### src/include/cbd_pkg.sv
/*
 Constants for the bus-cycle decoder: addressing modes, cycle kinds,
 flag positions, vector page and prefix byte.
 Assumes a single 25 MHz clock and synchronous inputs.
*/
// Notes on behaviour
// - A free cycle lasts one bus clock and is done as a read.
// - A program fetch reads the byte after the last fetched one only within the instruction's bytes; later fetches repeat that address.
// - A vector fetch reads two bytes from the top page, high first.
// - Each push writes one byte, the first at the stack pointer address and each next one byte lower.
// - Each pop reads one byte from the stack.
// - Each operand cycle moves exactly one byte, read or write.
// - The flag register holds overflow, half-carry, mask, N, Z, C.
// - Each instruction sets, keeps or leaves undefined each flag; the decoder gives this effect for N and Z only (fx_nz).
// - Indexed modes: none, byte, word offset, and two post-increments.
// - Stack modes add a byte or word offset to the stack pointer.
// - Page-two opcodes decode only after the prefix byte.
package cbd_pkg;
	typedef enum logic [3:0] {
		CBD_INHERENT_MODE                      = 4'h0,
		CBD_IMMEDIATE_MODE                     = 4'h1,
		CBD_DIR                                = 4'h2,
		CBD_EXTENDED_MODE                      = 4'h3,
		CBD_IX                                 = 4'h4,
		CBD_INDEXED_BYTE_OFFSET                = 4'h5,
		CBD_INDEXED_WORD_OFFSET                = 4'h6,
		CBD_INDEXED_POST_INCREMENT             = 4'h7,
		CBD_INDEXED_BYTE_OFFSET_POST_INCREMENT = 4'h8,
		CBD_STACK_BYTE_OFFSET                  = 4'h9,
		CBD_STACK_WORD_OFFSET                  = 4'hA,
		CBD_REL                                = 4'hB
	} cbd_mode_t;
	// Bus cycle kinds, one per sequence slot
	typedef enum logic [2:0] {
		CBD_CY_F = 3'h0, CBD_CY_P = 3'h1, CBD_CY_R = 3'h2, CBD_CY_W = 3'h3,
		CBD_CY_S = 3'h4, CBD_CY_U = 3'h5, CBD_CY_V = 3'h6
	} cbd_cyc_t;
	// Flag effect kinds
	typedef enum logic [1:0] {
		CBD_FX_KEEP = 2'h0, CBD_FX_CALC = 2'h1, CBD_FX_UNDEF = 2'h2
	} cbd_fx_t;
	localparam logic [7:0]  CBD_PREFIX   = 8'h9E;
	localparam logic [7:0]  CBD_VEC_PAGE = 8'hFF;
	localparam logic [7:0]  CBD_FLAG_RST = 8'h68;
	localparam int          CBD_F_C = 0;
	localparam int          CBD_F_Z = 1;
	localparam int          CBD_F_N = 2;
	localparam int          CBD_F_I = 3;
	localparam int          CBD_F_H = 4;
	localparam int          CBD_F_V = 7;
	localparam int          CBD_SEQ_MAX = 11;
endpackage : cbd_pkg

### src/design/cbd_opdec.sv
/*
 Combinational opcode lookup: mode, length, cycles, flag effect.
 Assumes the caller tells whether the page-two prefix preceded.
*/
`timescale 1ns/1ns
module cbd_opdec
	import cbd_pkg::*;
(
	input  wire logic [7:0] opcode,   // Opcode byte
	input  wire logic       page2,    // Prefix seen
	output cbd_mode_t       mode,     // Addressing mode
	output logic [2:0]      len,      // Bytes incl. prefix
	output logic [3:0]      cycles,   // Total cycles
	output logic            is_store, // Operand written
	output cbd_fx_t         fx_nz     // N/Z effect kind
);
	// Column-based decode of the register/memory and RMW groups
	always_comb begin
		mode = CBD_INHERENT_MODE;
		len = 3'd1;
		cycles = 4'd1;
		is_store = (opcode[3:0] == 4'h7) || (opcode[3:0] == 4'hF);
		fx_nz = CBD_FX_CALC;
		if (page2) begin
			case (opcode[7:4])
			4'h6: begin
				mode = CBD_STACK_BYTE_OFFSET;
				len = 3'd3;
				cycles = 4'd6;
			end
			4'hD: begin
				mode = CBD_STACK_WORD_OFFSET;
				len = 3'd4;
				cycles = 4'd5;
			end
			4'hE: begin
				mode = CBD_STACK_BYTE_OFFSET;
				len = 3'd3;
				cycles = 4'd4;
			end
			default: begin
				mode = CBD_IX;
				len = 3'd2;
				cycles = 4'd5;
			end
			endcase
		end else begin
			case (opcode[7:4])
			4'h2: begin
				mode = CBD_REL;
				len = 3'd2;
				cycles = 4'd3;
				fx_nz = CBD_FX_KEEP;
			end
			4'h3: begin
				mode = CBD_DIR;
				len = 3'd2;
				cycles = 4'd5;
			end
			4'h6: begin
				mode = CBD_INDEXED_BYTE_OFFSET;
				len = 3'd2;
				cycles = 4'd5;
			end
			4'h7: begin
				mode = CBD_IX;
				cycles = 4'd4;
			end
			4'hA: begin
				mode = CBD_IMMEDIATE_MODE;
				len = 3'd2;
				cycles = 4'd2;
			end
			4'hB: begin
				mode = CBD_DIR;
				len = 3'd2;
				cycles = 4'd3;
			end
			4'hC: begin
				mode = CBD_EXTENDED_MODE;
				len = 3'd3;
				cycles = 4'd4;
			end
			4'hD: begin
				mode = CBD_INDEXED_WORD_OFFSET;
				len = 3'd3;
				cycles = 4'd4;
			end
			4'hE: begin
				mode = CBD_INDEXED_BYTE_OFFSET;
				len = 3'd2;
				cycles = 4'd3;
			end
			4'hF: begin
				mode = CBD_IX;
				cycles = 4'd3;
			end
			default: fx_nz = CBD_FX_KEEP;
			endcase
			// Post-increment compare forms carry a branch offset too
			if (opcode == 8'h61) begin
				mode = CBD_INDEXED_BYTE_OFFSET_POST_INCREMENT;
				len = 3'd3;
			end
			if (opcode == 8'h71) begin
				mode = CBD_INDEXED_POST_INCREMENT;
				len = 3'd2;
				cycles = 4'd5;
			end
			// Stores through the index need no operand read
			if (opcode == 8'hF7 || opcode == 8'hFF) cycles = 4'd2;
			// Pulls: opcode fetch, one pop, then a program fetch
			if (opcode == 8'h86 || opcode == 8'h88 || opcode == 8'h8A)
				cycles = 4'd3;
			if (opcode == 8'h83) begin
				cycles = 4'd11;
				fx_nz = CBD_FX_KEEP;
			end
			if (opcode == 8'h42) fx_nz = CBD_FX_UNDEF;
		end
		// Tests write nothing back, so one cycle less than their row
		if (opcode[3:0] == 4'hD && opcode[7:4] inside {4'h3, 4'h6, 4'h7})
			cycles = cycles - 4'd1;
	end
endmodule : cbd_opdec

### src/design/cbd_top.sv
/*
 Bus-cycle sequencer: fetches opcode bytes, decodes them and runs
 the bus cycle sequence, one bus cycle per clock.
 Assumes memory returns read data in the same cycle as the address.
*/
`timescale 1ns/1ns
module cbd_top
	import cbd_pkg::*;
(
	input  wire logic        clk,       // 25 MHz clock
	input  wire logic        arst_n,    // Async reset, active low
	input  wire logic [7:0]  rdata,     // Memory read data
	input  wire logic [15:0] sp_in,     // Stack pointer value
	input  wire logic [15:0] pc_start,  // Program start address
	input  wire logic        start,     // Load pc_start, taken only in S_FETCH
	input  wire logic [7:0]  flag_wr,   // New flag values
	input  wire logic [7:0]  flag_en,   // Flags to update
	output logic [15:0]      addr,      // Bus address
	output logic             rd,        // Read strobe
	output logic             wr,        // Write strobe
	output logic [7:0]       wdata,     // Write data
	output cbd_cyc_t         cyc_kind,  // Current cycle kind
	output logic [7:0]       flag_register, // Flags
	output logic [2:0]       inst_len,  // Decoded length
	output logic [3:0]       inst_cyc   // Decoded cycle count
);
	typedef enum logic [2:0] {
		S_FETCH = 3'b001, S_BODY = 3'b010, S_VEC = 3'b100
	} cbd_state_t;
	typedef struct packed {
		cbd_state_t  st;
		logic [15:0] pc;
		logic [15:0] addr;
		logic        rd;
		logic        wr;
		logic [7:0]  wdata;
		cbd_cyc_t    kind;
		logic [7:0]  flags;
		logic        page2;
		logic [3:0]  left;
		logic [2:0]  len;
		logic [3:0]  cyc;
		logic [7:0]  op;
		logic        vhi;
		logic [2:0]  bleft;
	} cbd_reg_t;
	cbd_reg_t r, next_r;
	cbd_mode_t m;
	logic [2:0] d_len;
	logic [3:0] d_cyc;
	logic d_st;
	cbd_fx_t d_fx;
	cbd_opdec u_dec (
		.opcode   (rdata),
		.page2    (r.page2),
		.mode     (m),
		.len      (d_len),
		.cycles   (d_cyc),
		.is_store (d_st),
		.fx_nz    (d_fx)
	);
	// Next-state: one bus cycle per clock, every cycle one byte
	always_comb begin
		next_r = r;
		next_r.rd = 1'b1;
		next_r.wr = 1'b0;
		// Flags only move where flag_en says they move
		next_r.flags = (r.flags & ~flag_en) | (flag_wr & flag_en);
		case (r.st)
		S_FETCH: begin
			if (start) begin
				next_r.pc = pc_start;
				next_r.addr = pc_start;
				next_r.kind = CBD_CY_P;
			end else if (rdata == CBD_PREFIX && !r.page2) begin
				next_r.page2 = 1'b1;
				next_r.pc = r.pc + 16'h0001;
				next_r.addr = r.pc + 16'h0001;
				next_r.kind = CBD_CY_P;
			end else begin
				next_r.op = rdata;
				next_r.len = d_len;
				next_r.cyc = d_cyc;
				next_r.page2 = 1'b0;
				// The prefix cycle counts as one of the instruction's
				next_r.left = d_cyc - (r.page2 ? 4'd2 : 4'd1);
				// Bytes still to step over before the next opcode
				next_r.bleft = d_len - (r.page2 ? 3'd2 : 3'd1);
				next_r.pc = r.pc + 16'h0001;
				if (d_cyc == 4'd11) begin
					next_r.st = S_VEC;
					next_r.vhi = 1'b1;
					next_r.kind = CBD_CY_S;
					next_r.addr = sp_in;
					next_r.rd = 1'b0;
					next_r.wr = 1'b1;
					// Return address is past the one-byte opcode
					next_r.wdata = next_r.pc[7:0];
				end else if (d_cyc == 4'd1) begin
					next_r.addr = r.pc + 16'h0001;
					next_r.kind = CBD_CY_P;
				end else begin
					next_r.st = S_BODY;
					if (!r.page2 && (rdata == 8'h86 || rdata == 8'h88
						|| rdata == 8'h8A)) begin
						next_r.kind = CBD_CY_U;
						next_r.addr = sp_in + 16'h0001;
					end else if (m == CBD_INHERENT_MODE) begin
						next_r.kind = CBD_CY_F;
						next_r.addr = r.pc + 16'h0001;
					end else if (d_st && m != CBD_IMMEDIATE_MODE) begin
						next_r.kind = CBD_CY_W;
						next_r.addr = r.pc + 16'h0001;
						next_r.rd = 1'b0;
						next_r.wr = 1'b1;
					end else begin
						next_r.kind = CBD_CY_R;
						next_r.addr = r.pc + 16'h0001;
					end
				end
			end
		end
		S_BODY: begin
			next_r.left = r.left - 4'd1;
			// Step only across this instruction's bytes, then wait
			if (r.bleft != 3'd0) begin
				next_r.pc = r.pc + 16'h0001;
				next_r.bleft = r.bleft - 3'd1;
			end
			next_r.addr = next_r.pc;
			next_r.kind = CBD_CY_P;
			if (r.left == 4'd1) next_r.st = S_FETCH;
		end
		S_VEC: begin
			next_r.left = r.left - 4'd1;
			if (r.left > 4'd6) begin
				next_r.kind = CBD_CY_S;
				next_r.addr = r.addr - 16'h0001;
				next_r.rd = 1'b0;
				next_r.wr = 1'b1;
				next_r.wdata = r.flags;
			end else if (r.left > 4'd4) begin
				next_r.kind = CBD_CY_V;
				next_r.addr = {CBD_VEC_PAGE, 7'h7F, ~r.vhi};
				next_r.vhi = 1'b0;
				// High byte stands on the bus while left is five
				if (r.left == 4'd5) next_r.pc[15:8] = rdata;
			end else begin
				if (r.left == 4'd4) next_r.pc[7:0] = rdata;
				next_r.kind = (r.left == 4'd4) ? CBD_CY_F : CBD_CY_P;
				next_r.addr = next_r.pc;
				if (r.left == 4'd1) next_r.st = S_FETCH;
			end
		end
		default: next_r.st = S_FETCH;
		endcase
	end
	// State register
	always_ff @(posedge clk or negedge arst_n) begin
		if (!arst_n) begin
			r <= '0;
			r.st <= S_FETCH;
			r.rd <= 1'b1;
			r.kind <= CBD_CY_P;
			r.flags <= CBD_FLAG_RST;
		end else begin
			r <= next_r;
		end
	end
	assign addr = r.addr;
	assign rd = r.rd;
	assign wr = r.wr;
	assign wdata = r.wdata;
	assign cyc_kind = r.kind;
	assign flag_register = r.flags;
	assign inst_len = r.len;
	assign inst_cyc = r.cyc;
endmodule : cbd_top

### config.mk
export PLATFORM = sky130hd
export DESIGN_NAME = cbd_top
export DESIGN_NICKNAME = d
export VERILOG_FILES = /design/src/include/cbd_pkg.sv /design/src/design/cbd_opdec.sv /design/src/design/cbd_top.sv
export SDC_FILE = /design/constraint.sdc
export NUM_CORES = 1
export LEC_CHECK = 0
export ABC_AREA = 1
export ABC_CLOCK_PERIOD_IN_PS = 7400
export BUFFER_PORTS_ARGS = -buffer_cell sky130_fd_sc_hd__clkbuf_2
export CAP_MARGIN = 5
export CORE_ASPECT_RATIO = 1.25
export CORE_UTILIZATION = 63
export CTS_CLUSTER_DIAMETER = 150
export DETAILED_ROUTE_END_ITERATION = 7
export PLACE_DENSITY = 0.9
export RECOVER_POWER = 25
export SLEW_MARGIN = 10
export SYNTH_ARGS = -nofsm -noshare
export SYNTH_HDL_FRONTEND = slang
export SYNTH_HIERARCHICAL = 1
export SYNTH_SLANG_ARGS = --single-unit
### constraint.sdc
create_clock -name clk -period 7.4 [get_ports clk]
set_clock_uncertainty 0.2 [all_clocks]
set_input_delay 0.74 -clock clk [delete_from_list [all_inputs] [get_ports clk]]
set_output_delay 0.74 -clock clk [all_outputs]
set_load 0.03 [all_outputs]
* Word level (Yosys, flattened, before mapping) *
Index checks and enable logic that the tools add are counted.

cells by class
  equality and inequality tests = 41
  multipliers = 0
  bitwise operators = 7
  $lt $le $gt $ge = 2
  divide/modulo/power cells = 0
  reductions and logical operators = 34
  add/sub/neg operators = 8
  shifts and indexed selects = 0
  muxes and demuxes = 71

operators by type and width
  kind                                                                  number
  16-bit two-way mux                                                    6
  32-bit one-hot mux with 3 select lines                                1
  8-bit == test, second input constant                                  7
  3-bit two-way mux                                                     18
  23-bit two-way mux                                                    2
  8-bit two-way mux                                                     5
  4-bit == test, second input constant                                  9
  16-bit by 1-bit adder with 16-bit output, second input constant       2
  32-bit two-way mux                                                    1
  10-bit two-way mux                                                    3
  4-bit one-hot mux with 7 select lines                                 1
  4-bit two-way mux                                                     6
  4-bit by 3-bit == test with 1-bit output, second input constant       5
  10-bit one-hot mux with 2 select lines                                1
  19-bit two-way mux                                                    1
  18-bit two-way mux                                                    1
  2-bit two-way mux                                                     9
  2-bit != test, second input constant                                  9
  3-bit one-hot mux with 3 select lines                                 2
  8-bit bitwise AND                                                     2
  8-bit by 7-bit == test with 1-bit output, second input constant       2
  4-bit one-hot mux with 2 select lines                                 2
  16-bit by 1-bit subtractor with 16-bit output, second input constant  1
  3-bit one-hot mux with 2 select lines                                 2
  34 further kinds                                                      65

word-level totals
  memory bits (read-only) = 0
  RAM bits = 0
  logic and storage cells = 179
  register bits after elaboration = 80
  bits in latches = 0
  memories kept = 0
  input port bits = 59

* Logic depth before layout (Yosys ltp) *
Gate-level depths: netlist (run 1).

  depth in word-level cells = 16
  depth in mapped cells = 25

* Cells and area by module *
Netlist (run 1), hierarchy kept.

modules (own cells, without submodules)
  module     area each (sq um)  times used  cells each
  cbd_top    6,052.1            1           933
  cbd_opdec  469.2              1           98

* Worst setup path before layout (run 1) *
OpenSTA, ideal clock, no wires.

  path type = input-to-reg
  start point = input rdata[5]
  end point = register r, in the netlist addr[9]
  slack = 3,961 ps
  arrival time = 3,121 ps
  stages = 20
  path buffers = 1
  cells stage by stage = buf_6 -> inv_1 -> nand2_1 -> nor2_1 -> nand4_1 -> nand4_1 -> nand2_1 -> ha_1 -> o21ai_0 -> nand2_1 -> nor2_1 -> inv_2 -> nand2_2 -> nand2_4 -> inv_2 -> o21ai_0 -> o21ai_0 -> nand2_1 -> nand3_1 -> nand2_1

on the way
  longest elaborated chain between the ends = 16

ends and longest elaborated chain
  item                                                                    line              source
  start, declared                                                         cbd_top.sv:12     input wire logic [7:0] rdata,
  4-bit by 2-bit == test with 1-bit output, or another cell as far along  cbd_opdec.sv:48   case (opcode[7:4])
  4-bit OR reduction (no line), or another cell as far along              --
  3-bit one-hot mux with 4 select lines                                   cbd_opdec.sv:48
  3-bit two-way mux                                                       cbd_opdec.sv:105  if (opcode == 8'h71) begin
  3-bit two-way mux                                                       cbd_opdec.sv:111  if (opcode == 8'hF7 || opcode == 8'hFF) cycles = 4'd2;
  3-bit two-way mux                                                       cbd_opdec.sv:113  if (opcode == 8'h86 || opcode == 8'h88 || opcode == 8'h8A)
  4-bit two-way mux                                                       cbd_opdec.sv:115  if (opcode == 8'h83) begin
  4-bit two-way mux                                                       cbd_opdec.sv:24   if (page2) begin
  4-bit by 1-bit subtractor with 4-bit output                             cbd_opdec.sv:123  cycles = cycles - 4'd1;
  4-bit two-way mux *                                                     cbd_opdec.sv:122  if (opcode[3:0] == 4'hD && opcode[7:4] inside {4'h3, 4'h6, 4'h7})
  named net d_cyc[1]                                                      cbd_top.sv:50     logic [3:0] d_cyc;
  4-bit by 1-bit == test with 1-bit output                                cbd_top.sv:99     end else if (d_cyc == 4'd1) begin
  16-bit two-way mux                                                      cbd_top.sv:99
  18-bit two-way mux *                                                    cbd_top.sv:90     if (d_cyc == 4'd11) begin
  16-bit two-way mux *                                                    cbd_top.sv:75     end else if (rdata == CBD_PREFIX && !r.page2) begin
  32-bit two-way mux *                                                    cbd_top.sv:71     if (start) begin
  32-bit one-hot mux with 3 select lines *                                cbd_top.sv:69     case (r.st)
  end signal, assigned                                                    cbd_top.sv:167    r <= next_r;
  end, declared                                                           cbd_top.sv:47     cbd_reg_t r, next_r;

Mark *: on every way through the listed nets, which the timed path passes. The rest lies on a longest branch.
A chain may end at the register's enable or synchronous reset.

* Final worst setup path (run 1) *
  start point = input rdata[5]
  end point = register r, in the netlist addr[12]

Same word-level chain as after synthesis.

==> impl_metrics.ini, run 1 <==
[status]
status = complete, but fails checks
violations = design-rule violations, max-capacitance violations, max-slew violations

[layout]
finalNonFillerCells = 1209
nFillCells = 918
drive_above_1_share_pct = 14.6
n_antenna_cell = 0
multi_input_area_um2 = 3810
seq_area_um2 = 1810
area.growth.synth_to_final_pct = 8.87
nets = 1148

[setup_path]
cp-start-kind = input pin
cp.required_ns = 7.43
worst_setup_path_end_kind = register
worstPathMaxFanout = 18
r2r_start = r[23]
timing_worst_setup_path_type = input pin to register
crit_start = rdata[5]
cp.arrival_ns = 4.64

[routing]
firstDrtPassIters = 8
post-route-drc-count = 1
wl_um = 20100
wl_per_cell_um = 16.6
drtIter0Drc = 731
vias_per_cell = 6.08
vias = 7354
ant_nets = 0

[timing]
fin_setup_tns_ns = 0
finalCritPeriodShare_pct = 62.2
layout_setup_ws_ns = 2.79
tightestPinTransition_ns = 4.03
rsz0062_at_grt = false
drv_slew = 73
hold_ws_ns = 0.276
period_minus_slack_ns = 4.61
setup_viol = 0
slew_headroom_pct = -169
hold_violations = 0
max_freq_ghz = 0.217

[clock_network]
cts.htree.levels = 3
cts_root_buffer = clkbuf_16
cts_buffer_depth = 2
cts_resized = 0
cts_sinks = 72
cts_tree = yes
cts_hold_buf = 0
clkTransAtPathRegs_ns = 0.06
post-cts-setup-buffers = 0
insertion_delay_ns = 0.34
cts_buffers = 9

[placement]
port_buffers = 102
gp_congestion = 1.01
place_ws_ns = 2.54
place_inst = 1193
hpwl_um = 14700

[global_routing]
antenna_found_initial = 0
grt_overflow = 0
use_met3_pct = 9.65
grt_pass1_wl_um = 32200
grt_max_degree = 73
top_usage_layer = met2
use_met1_pct = 46.8
grt_pass1_vias = 6713
grt.met2_usage_pct = 62.8
grt_usage_pct = 38.7

[floorplan]
rows = 41
die-area_um2 = 10700
initial_core_util_pct = 64.7
ios = 103
core_area_um2 = 10100
die_x_um = 92.9
die_h_um = 116

[job]
drv_cap = 1

[synth]
netlist_area_um2 = 6500
synthesis.nets = 1100
yosysWarningCount = 6
avgSynthCellArea_um2 = 6.33
syn_inst = 1027

[power_and_ir_drop]
ir_drop_uv = 260
leakagePower_nw = 3.60
power_w = 0.00279
power_density_nw_per_um2 = 393

[min_path]
hold_class = register to register
worstHoldStart = inst_len[2]
## per-layer routing
| layer | share of wire, % | wire length, um |
|---|---|---|
| met1 | 38 | 7580 |
| met2 | 46 | 9260 |
| met3 | 11 | 2170 |
| met4 | 5.5 | 1110 |
| met5 | 0 | 0 |
## cell type report
type / instances / share of cell area (%)
inverters: 119 / 6.31
clock inverters: 6 / 1.63
well taps: 129 / 2.28
multi-input cells: 771 / 53.8
repair buffers: 102 / 7.18
flip-flops and latches: 72 / 25.6
clock buffers: 10 / 3.23
## final timing paths
| path | to | slack [ns] | cells after the start |
|---|---|---|---|
| max in group asynchronous | r[23] | 3.13 | 1 |
| max reg2reg | addr[12] | 2.90 | 17 |
| min | inst_len[2] | 0.28 | 2 |
| min in group asynchronous | addr[15] | 1.60 | 1 |
| max | addr[12] | 2.79 | 20 |
| min reg2reg | inst_len[2] | 0.28 | 2 |
## stage by stage
stage / util, % / cell area, um2
after floorplan: - / 6500
after global placement: 67.0 / 6740
after detailed placement: 67.0 / 6740
after CTS: 70.5 / 7080
after global routing: 70.4 / 7080
final: 70.4 / 7080
## placed cells by master (no fill, tap or decap), types with 15 or more instances in the layout
cell type and instances:
a21oi_1 46, a31oi_1 15, clkbuf_2 100, dfrtp_1 66, inv_1 108, nand2_1 294
nand3_1 55, nand4_1 24, nor2_1 122, o21ai_0 89, xor2_1 19
## critical path, stage by stage
cell and delay [ns]:
clkbuf_2 0.28, inv_1 0.17, nand2_1 0.06, nor2_1 0.13, nand4_1 0.14, nand4_1 0.14
nand2_1 0.07, ha_1 0.31, o21ai_0 0.45, nand2_1 0.10, nor2_1 0.69, inv_2 0.33
nand2_2 0.30, nand2_4 0.13, inv_2 0.15, nand2_1 0.09, o21ai_0 0.13, nand2_1 0.09
nand2_1 0.07, nand2_1 0.04
## report_power, final
group          internal (W)  switching, W  total [W]  leakage [nW]
Clock              0.000332      0.000184   0.000516         0.164
Sequential         0.000549      0.000174   0.000723         0.844
Combinational      0.000462       0.00108    0.00155          2.59
Total               0.00134       0.00144    0.00279          3.60
Power figures use the tool's default switching activity.
==> run 2, diff against run 1 <==
--- a/config.mk
+++ b/config.mk
@@ -6,14 +6,14 @@
 export NUM_CORES = 1
 export LEC_CHECK = 0
 export ABC_AREA = 1
-export ABC_CLOCK_PERIOD_IN_PS = 7400
+export ABC_CLOCK_PERIOD_IN_PS = 4200
 export BUFFER_PORTS_ARGS = -buffer_cell sky130_fd_sc_hd__clkbuf_2
 export CAP_MARGIN = 5
 export CORE_ASPECT_RATIO = 1.25
-export CORE_UTILIZATION = 63
+export CORE_UTILIZATION = 53
 export CTS_CLUSTER_DIAMETER = 150
 export DETAILED_ROUTE_END_ITERATION = 7
-export PLACE_DENSITY = 0.9
+export PLACE_DENSITY = 0.81
 export RECOVER_POWER = 25
 export SLEW_MARGIN = 10
 export SYNTH_ARGS = -nofsm -noshare
==> constraint.sdc (replaced) <==
create_clock -name clk -period 4.2 [get_ports clk]
set_clock_uncertainty 0.2 [all_clocks]
set_input_delay 0.42 -clock clk [delete_from_list [all_inputs] [get_ports clk]]
set_output_delay 0.42 -clock clk [all_outputs]
set_load 0.03 [all_outputs]
==> run 2 against run 1 <==
Sequential share of layout area is 0.17 points lower. Non-clock buffer count grew 10. Setup slack worse by 2.0 ns. Final cell count increased by 3.4%. Core utilization decreased by 9.9 points. The flow still finishes with violations (design-rule violations, max-capacitance violations, max-slew violations). Clock power rose by 38%. Clock-buffer cell count did not move. Sequential power up 76%.
==> impl_metrics.ini, run 2 (synthesis gave the netlist of run 1 again) <==
[status]
status = complete, but fails checks
violations = design-rule violations, max-capacitance violations, max-slew violations

[global_routing]
antenna_found_initial = 0
grt_usage_pct = 33.4
grt_max_degree = 73
grt_overflow = 0
grt_pass1_vias = 6655
grt_pass1_wl_um = 32800

[setup_path]
worst_setup_path_end_kind = register
critPathBufInv = 4
cp_slowest_stage_delay_ns = 0.29
worstPathMaxFanout = 12
crit_path_frequent_cell = nand2_1
cp.arrival_ns = 3.46
cp.required_ns = 4.23
cp_top_family = simple AND/OR/NAND/NOR gates
cp-start-kind = input pin
timing_worst_setup_path_type = input pin to register
path_cells = clkbuf_2 > inv_1 > nand2_1 > nor2_1 > nand4_1 > nand4_1 > nand2_1 > ha_1 > o21ai_0 > buf_4 > inv_1 > nand4_1 > nand3_1 > nand2_2 > nand2_4 > o21ai_0 > nand3_1 > nand2_1 > nand2_1
cp_slowest_cell = ha_1

[timing]
rsz0062_at_grt = false
setup_viol = 0
drv_slew = 73
tightestPinTransition_ns = 1.86
hold_violations = 0
slew_headroom_pct = -23.7
period_minus_slack_ns = 3.43
finalCritPeriodShare_pct = 81.6
fin_setup_tns_ns = 0
max_freq_ghz = 0.292

[clock_network]
cts_hold_buf = 0
post-cts-setup-buffers = 0
cts_root_buffer = clkbuf_16
cts.htree.levels = 3
clkTransAtPathRegs_ns = 0.06
cts_buffers = 9
insertion_delay_ns = 0.34
cts_tree = yes
cts_resized = 0
cts_buffer_depth = 2
cts_sinks = 72

[routing]
firstDrtPassIters = 8
vias_per_cell = 5.75
post-route-drc-count = 32
ant_nets = 0
drtIter0Drc = 839
wl_um = 20600
wl_per_cell_um = 16.5
vias = 7189

[power_and_ir_drop]
leakagePower_nw = 3.62
ir_drop_uv = 418
power_density_nw_per_um2 = 665

[min_path]
hold_class = input pin to register

[layout]
nets = 1158
finalNonFillerCells = 1250
layout_commonest_cell = nand2_1
n_antenna_cell = 0
nFillCells = 1152
drive_above_1_share_pct = 15.4
final_cell_mix = nand2_1 (294), nor2_1 (122), inv_1 (108)
area.growth.synth_to_final_pct = 9.58

[placement]
port_buffers = 102
place_inst = 1235
gp_congestion = 1.03
hpwl_um = 15600

[floorplan]
die_x_um = 101
ios = 103
die_h_um = 126
core_area_um2 = 11800
rows = 44
initial_core_util_pct = 55.2
die-area_um2 = 12700

[job]
drv_cap = 1
[run 2: path summary, 6_finish.rpt]
check	endpoint	slack [ns]	from	depth (start not counted)
max in group asynchronous	addr[13]	2.31	arst_n	1
hold reg to reg	inst_len[2]	0.29	inst_len[2]	2
setup reg to reg	addr[4]	0.90	r[23]	16
setup / recovery	addr[4]	0.77	rdata[5]	19
hold / removal	register	0.07	flag_en[3]	2
min in group asynchronous	inst_len[1]	0.39	arst_n	1
[run 2: cell type report]
type / count / area, um2 / area share, %
clock inverter: 5 / 33.8 / 0.474
multi-input combinational: 771 / 3810 / 53.5
tap: 161 / 201 / 2.83
clock buffer: 10 / 239 / 3.35
timing repair buffer: 112 / 586 / 8.22
inverter: 119 / 447 / 6.27
sequential: 72 / 1810 / 25.4
[run 2: where the power goes]
part / leakage, nW / internal [W] / switching, W
registers: 0.843 / 0.000966 / 0.000300
logic: 2.64 / 0.000843 / 0.00192
clock network: 0.130 / 0.000411 / 0.000301
total: 3.62 / 0.00222 / 0.00252
[run 2: per-stage QoR]
stage / util [%] / worst slack, ns / instance area, um2 / hold slack, ns / total power, W
after floorplan: - / 1.10 / 6500 / -0.0756 / 0.00334
after global placement: 58.2 / 0.621 / 6860 / 0.264 / 0.00391
after detailed placement: 58.2 / 0.541 / 6860 / 0.275 / 0.00394
after CTS: 60.5 / 0.877 / 7130 / 0.0602 / 0.00467
after global routing: 60.5 / 0.551 / 7130 / 0.0859 / 0.00510
final: 60.5 / 0.772 / 7130 / 0.0688 / 0.00474
[run 2: layer usage]
layer  GRT usage (%)  share of wire, %  up-vias
li1                -                 -     3446
met1            41.9                39     3211
met2            52.9                45      435
met3            7.66                10       97
met4            17.6               5.5        0
met5               0                 0        -
==> run 3, diff against run 2 <==
--- a/config.mk
+++ b/config.mk
@@ -6,14 +6,14 @@
 export NUM_CORES = 1
 export LEC_CHECK = 0
 export ABC_AREA = 1
-export ABC_CLOCK_PERIOD_IN_PS = 4200
+export ABC_CLOCK_PERIOD_IN_PS = 3500
 export BUFFER_PORTS_ARGS = -buffer_cell sky130_fd_sc_hd__clkbuf_2
 export CAP_MARGIN = 5
 export CORE_ASPECT_RATIO = 1.25
-export CORE_UTILIZATION = 53
+export CORE_UTILIZATION = 58
 export CTS_CLUSTER_DIAMETER = 150
 export DETAILED_ROUTE_END_ITERATION = 7
-export PLACE_DENSITY = 0.81
+export PLACE_DENSITY = 0.84
 export RECOVER_POWER = 25
 export SLEW_MARGIN = 10
 export SYNTH_ARGS = -nofsm -noshare
==> constraint.sdc (replaced) <==
create_clock -name clk -period 3.5 [get_ports clk]
set_clock_uncertainty 0.2 [all_clocks]
set_input_delay 0.35 -clock clk [delete_from_list [all_inputs] [get_ports clk]]
set_output_delay 0.35 -clock clk [all_outputs]
set_load 0.03 [all_outputs]
==> run 3 against run 2 <==
Final area is 1.5% higher. The run ends with max-capacitance violations, max-slew violations left. Via count is 2.7% higher. Flip-flop and latch count stayed put. Highest routed layer unchanged. Critical path depth is 3 higher. Critical path type unchanged. Sequential share of layout area is 0.36 points lower. Power is 26% higher. Global-route usage is 3.9 points higher. Largest power group unchanged. Clock power is 53% higher. Critical endpoint is now addr[8]. First-iteration DRC count is 2.0% higher. Non-clock buffer count is 14 higher. Setup slack worse by 0.32 ns. Clock-buffer cell count stayed put.
==> impl_metrics.ini, run 3 (synthesis gave the netlist of run 1 again) <==
[status]
status = complete, but fails checks
violations = max-capacitance violations, max-slew violations

[placement]
place_ws_ns = 0.179
place_inst = 1218
port_buffers = 102
hpwl_um = 16000
gp_congestion = 1.04

[global_routing]
grt_usage_pct = 37.2
antenna_found_initial = 0
grt_pass1_wl_um = 34300
grt_overflow = 0
grt_pass1_vias = 6956
grt_max_degree = 73

[clock_network]
cts.htree.levels = 3
cts_root_buffer = clkbuf_16
clkTransAtPathRegs_ns = 0.06
insertion_delay_ns = 0.34
cts_sinks = 72
cts_tree = yes
cts_buffers = 9
post-cts-setup-buffers = 0
cts_buffer_depth = 2

[setup_path]
cp.arrival_ns = 3.13
cp-start-kind = input pin
timing_worst_setup_path_type = input pin to register
worstPathMaxFanout = 10
worst_setup_path_end_kind = register
cp.required_ns = 3.58

[floorplan]
initial_core_util_pct = 60.4
ios = 103
rows = 42
die-area_um2 = 11600
die_x_um = 96.7
core_area_um2 = 10800
die_h_um = 120

[timing]
tightestPinTransition_ns = 1.82
period_minus_slack_ns = 3.05
drv_slew = 73
finalCritPeriodShare_pct = 87.1
rsz0062_at_grt = false
hold_violations = 0
max_freq_ghz = 0.328
layout_setup_ws_ns = 0.453
slew_headroom_pct = -21.6
fin_setup_tns_ns = 0
setup_viol = 0

[layout]
layout_commonest_cell = nand2_1
n_antenna_cell = 0
seq_area_um2 = 1810
multi_input_area_um2 = 3810
finalNonFillerCells = 1236
area.growth.synth_to_final_pct = 11.2
final_cell_mix = nand2_1 (294), nor2_1 (122), inv_1 (108)
nets = 1172
final_util_pct = 67.1
drive_above_1_share_pct = 13.2
nFillCells = 1023

[routing]
ant_nets = 0
wl_um = 21300
vias_per_cell = 5.98
drtIter0Drc = 856
post-route-drc-count = 0
wl_per_cell_um = 17.3
firstDrtPassIters = 5
vias = 7386

[job]
drv_cap = 1

[power_and_ir_drop]
power_density_nw_per_um2 = 824
ir_drop_uv = 567
leakagePower_nw = 3.62

[min_path]
hold_class = input pin to register
==> run 3: cell types whose count changed in the layout (fill, tap and decap cells not counted), sizes merged <==
cell         change
bufinv           +3
clkinvlp         -2
dlygate4sd3      +2
buf             +12
clkinv           -1
inv              +1
==> run 3: power by group <==
group | internal, W | switching [W]
Combinational | 0.00101 | 0.00233
Clock | 0.000702 | 0.000387
Sequential | 0.00116 | 0.000370
==> run 3: through the flow <==
| step | cell area, um2 | hold WS (ns) | power [W] |
|---|---|---|---|
| 2_1_floorplan | 6500 | -0.146 | 0.00401 |
| 3_3_place_gp | 6910 | 0.255 | 0.00471 |
| 3_5_place_dp | 6910 | 0.274 | 0.00477 |
| 4_1_cts | 7270 | 0.00913 | 0.00589 |
| 5_1_grt | 7230 | 0.0258 | 0.00638 |
| 6_report | 7230 | 0.00654 | 0.00596 |
==> run 3: path summary, 6_finish.rpt <==
check                               to  cells after the start        start  slack [ns]
setup / recovery               addr[8]                     22     rdata[4]        0.45
hold / removal                register                      3   flag_wr[3]       0.007
setup reg to reg               addr[8]                     19        r[23]        0.47
hold reg to reg            inst_len[2]                      2  inst_len[2]        0.29
max in group asynchronous     addr[12]                      2       arst_n        1.16
min in group asynchronous  inst_len[2]                      2       arst_n        0.83
==> run 3: final cells by class <==
class                           count  share of cell area (%)
Multi-Input combinational cell    771                    52.7
Tap cell                          132                    2.28
Clock buffer                       10                    3.17
Inverter                          119                    6.18
Sequential cell                    72                    25.0
Timing Repair Buffer              126                    9.03
Clock inverter                      6                    1.61
==> run 3: critical path, stage by stage <==
cell and delay, ns:
clkbuf_2 0.19, inv_2 0.19, nand2_1 0.07, nor2_1 0.14, nand4_1 0.13, nand4_1 0.15, nand2_1 0.07, ha_1 0.29
o21ai_0 0.29, nand2_1 0.09, nor2_1 0.17, inv_2 0.09, nand2_2 0.09, buf_4 0.12, nand2_4 0.09, inv_2 0.16
nand2_1 0.08, nand2_1 0.06, nand2_1 0.05, nand3_1 0.11, nand2_1 0.07, nand2_1 0.05
==> run 3: timing repair <==
action | CTS | global route
resized for setup | 0 | 0
hold buffers | 2 | 0
hold endpoints to repair | 46 | 0
==> run 3: metal layers <==
| metal | global-route usage (%) | wire [um] | share of wire, % |
|---|---|---|---|
| met1 | 46.3 | 8060 | 38 |
| met2 | 61.6 | 9970 | 47 |
| met3 | 6.71 | 2180 | 10 |
| met4 | 19.9 | 1120 | 5.2 |
| met5 | 0 | 0 | 0 |
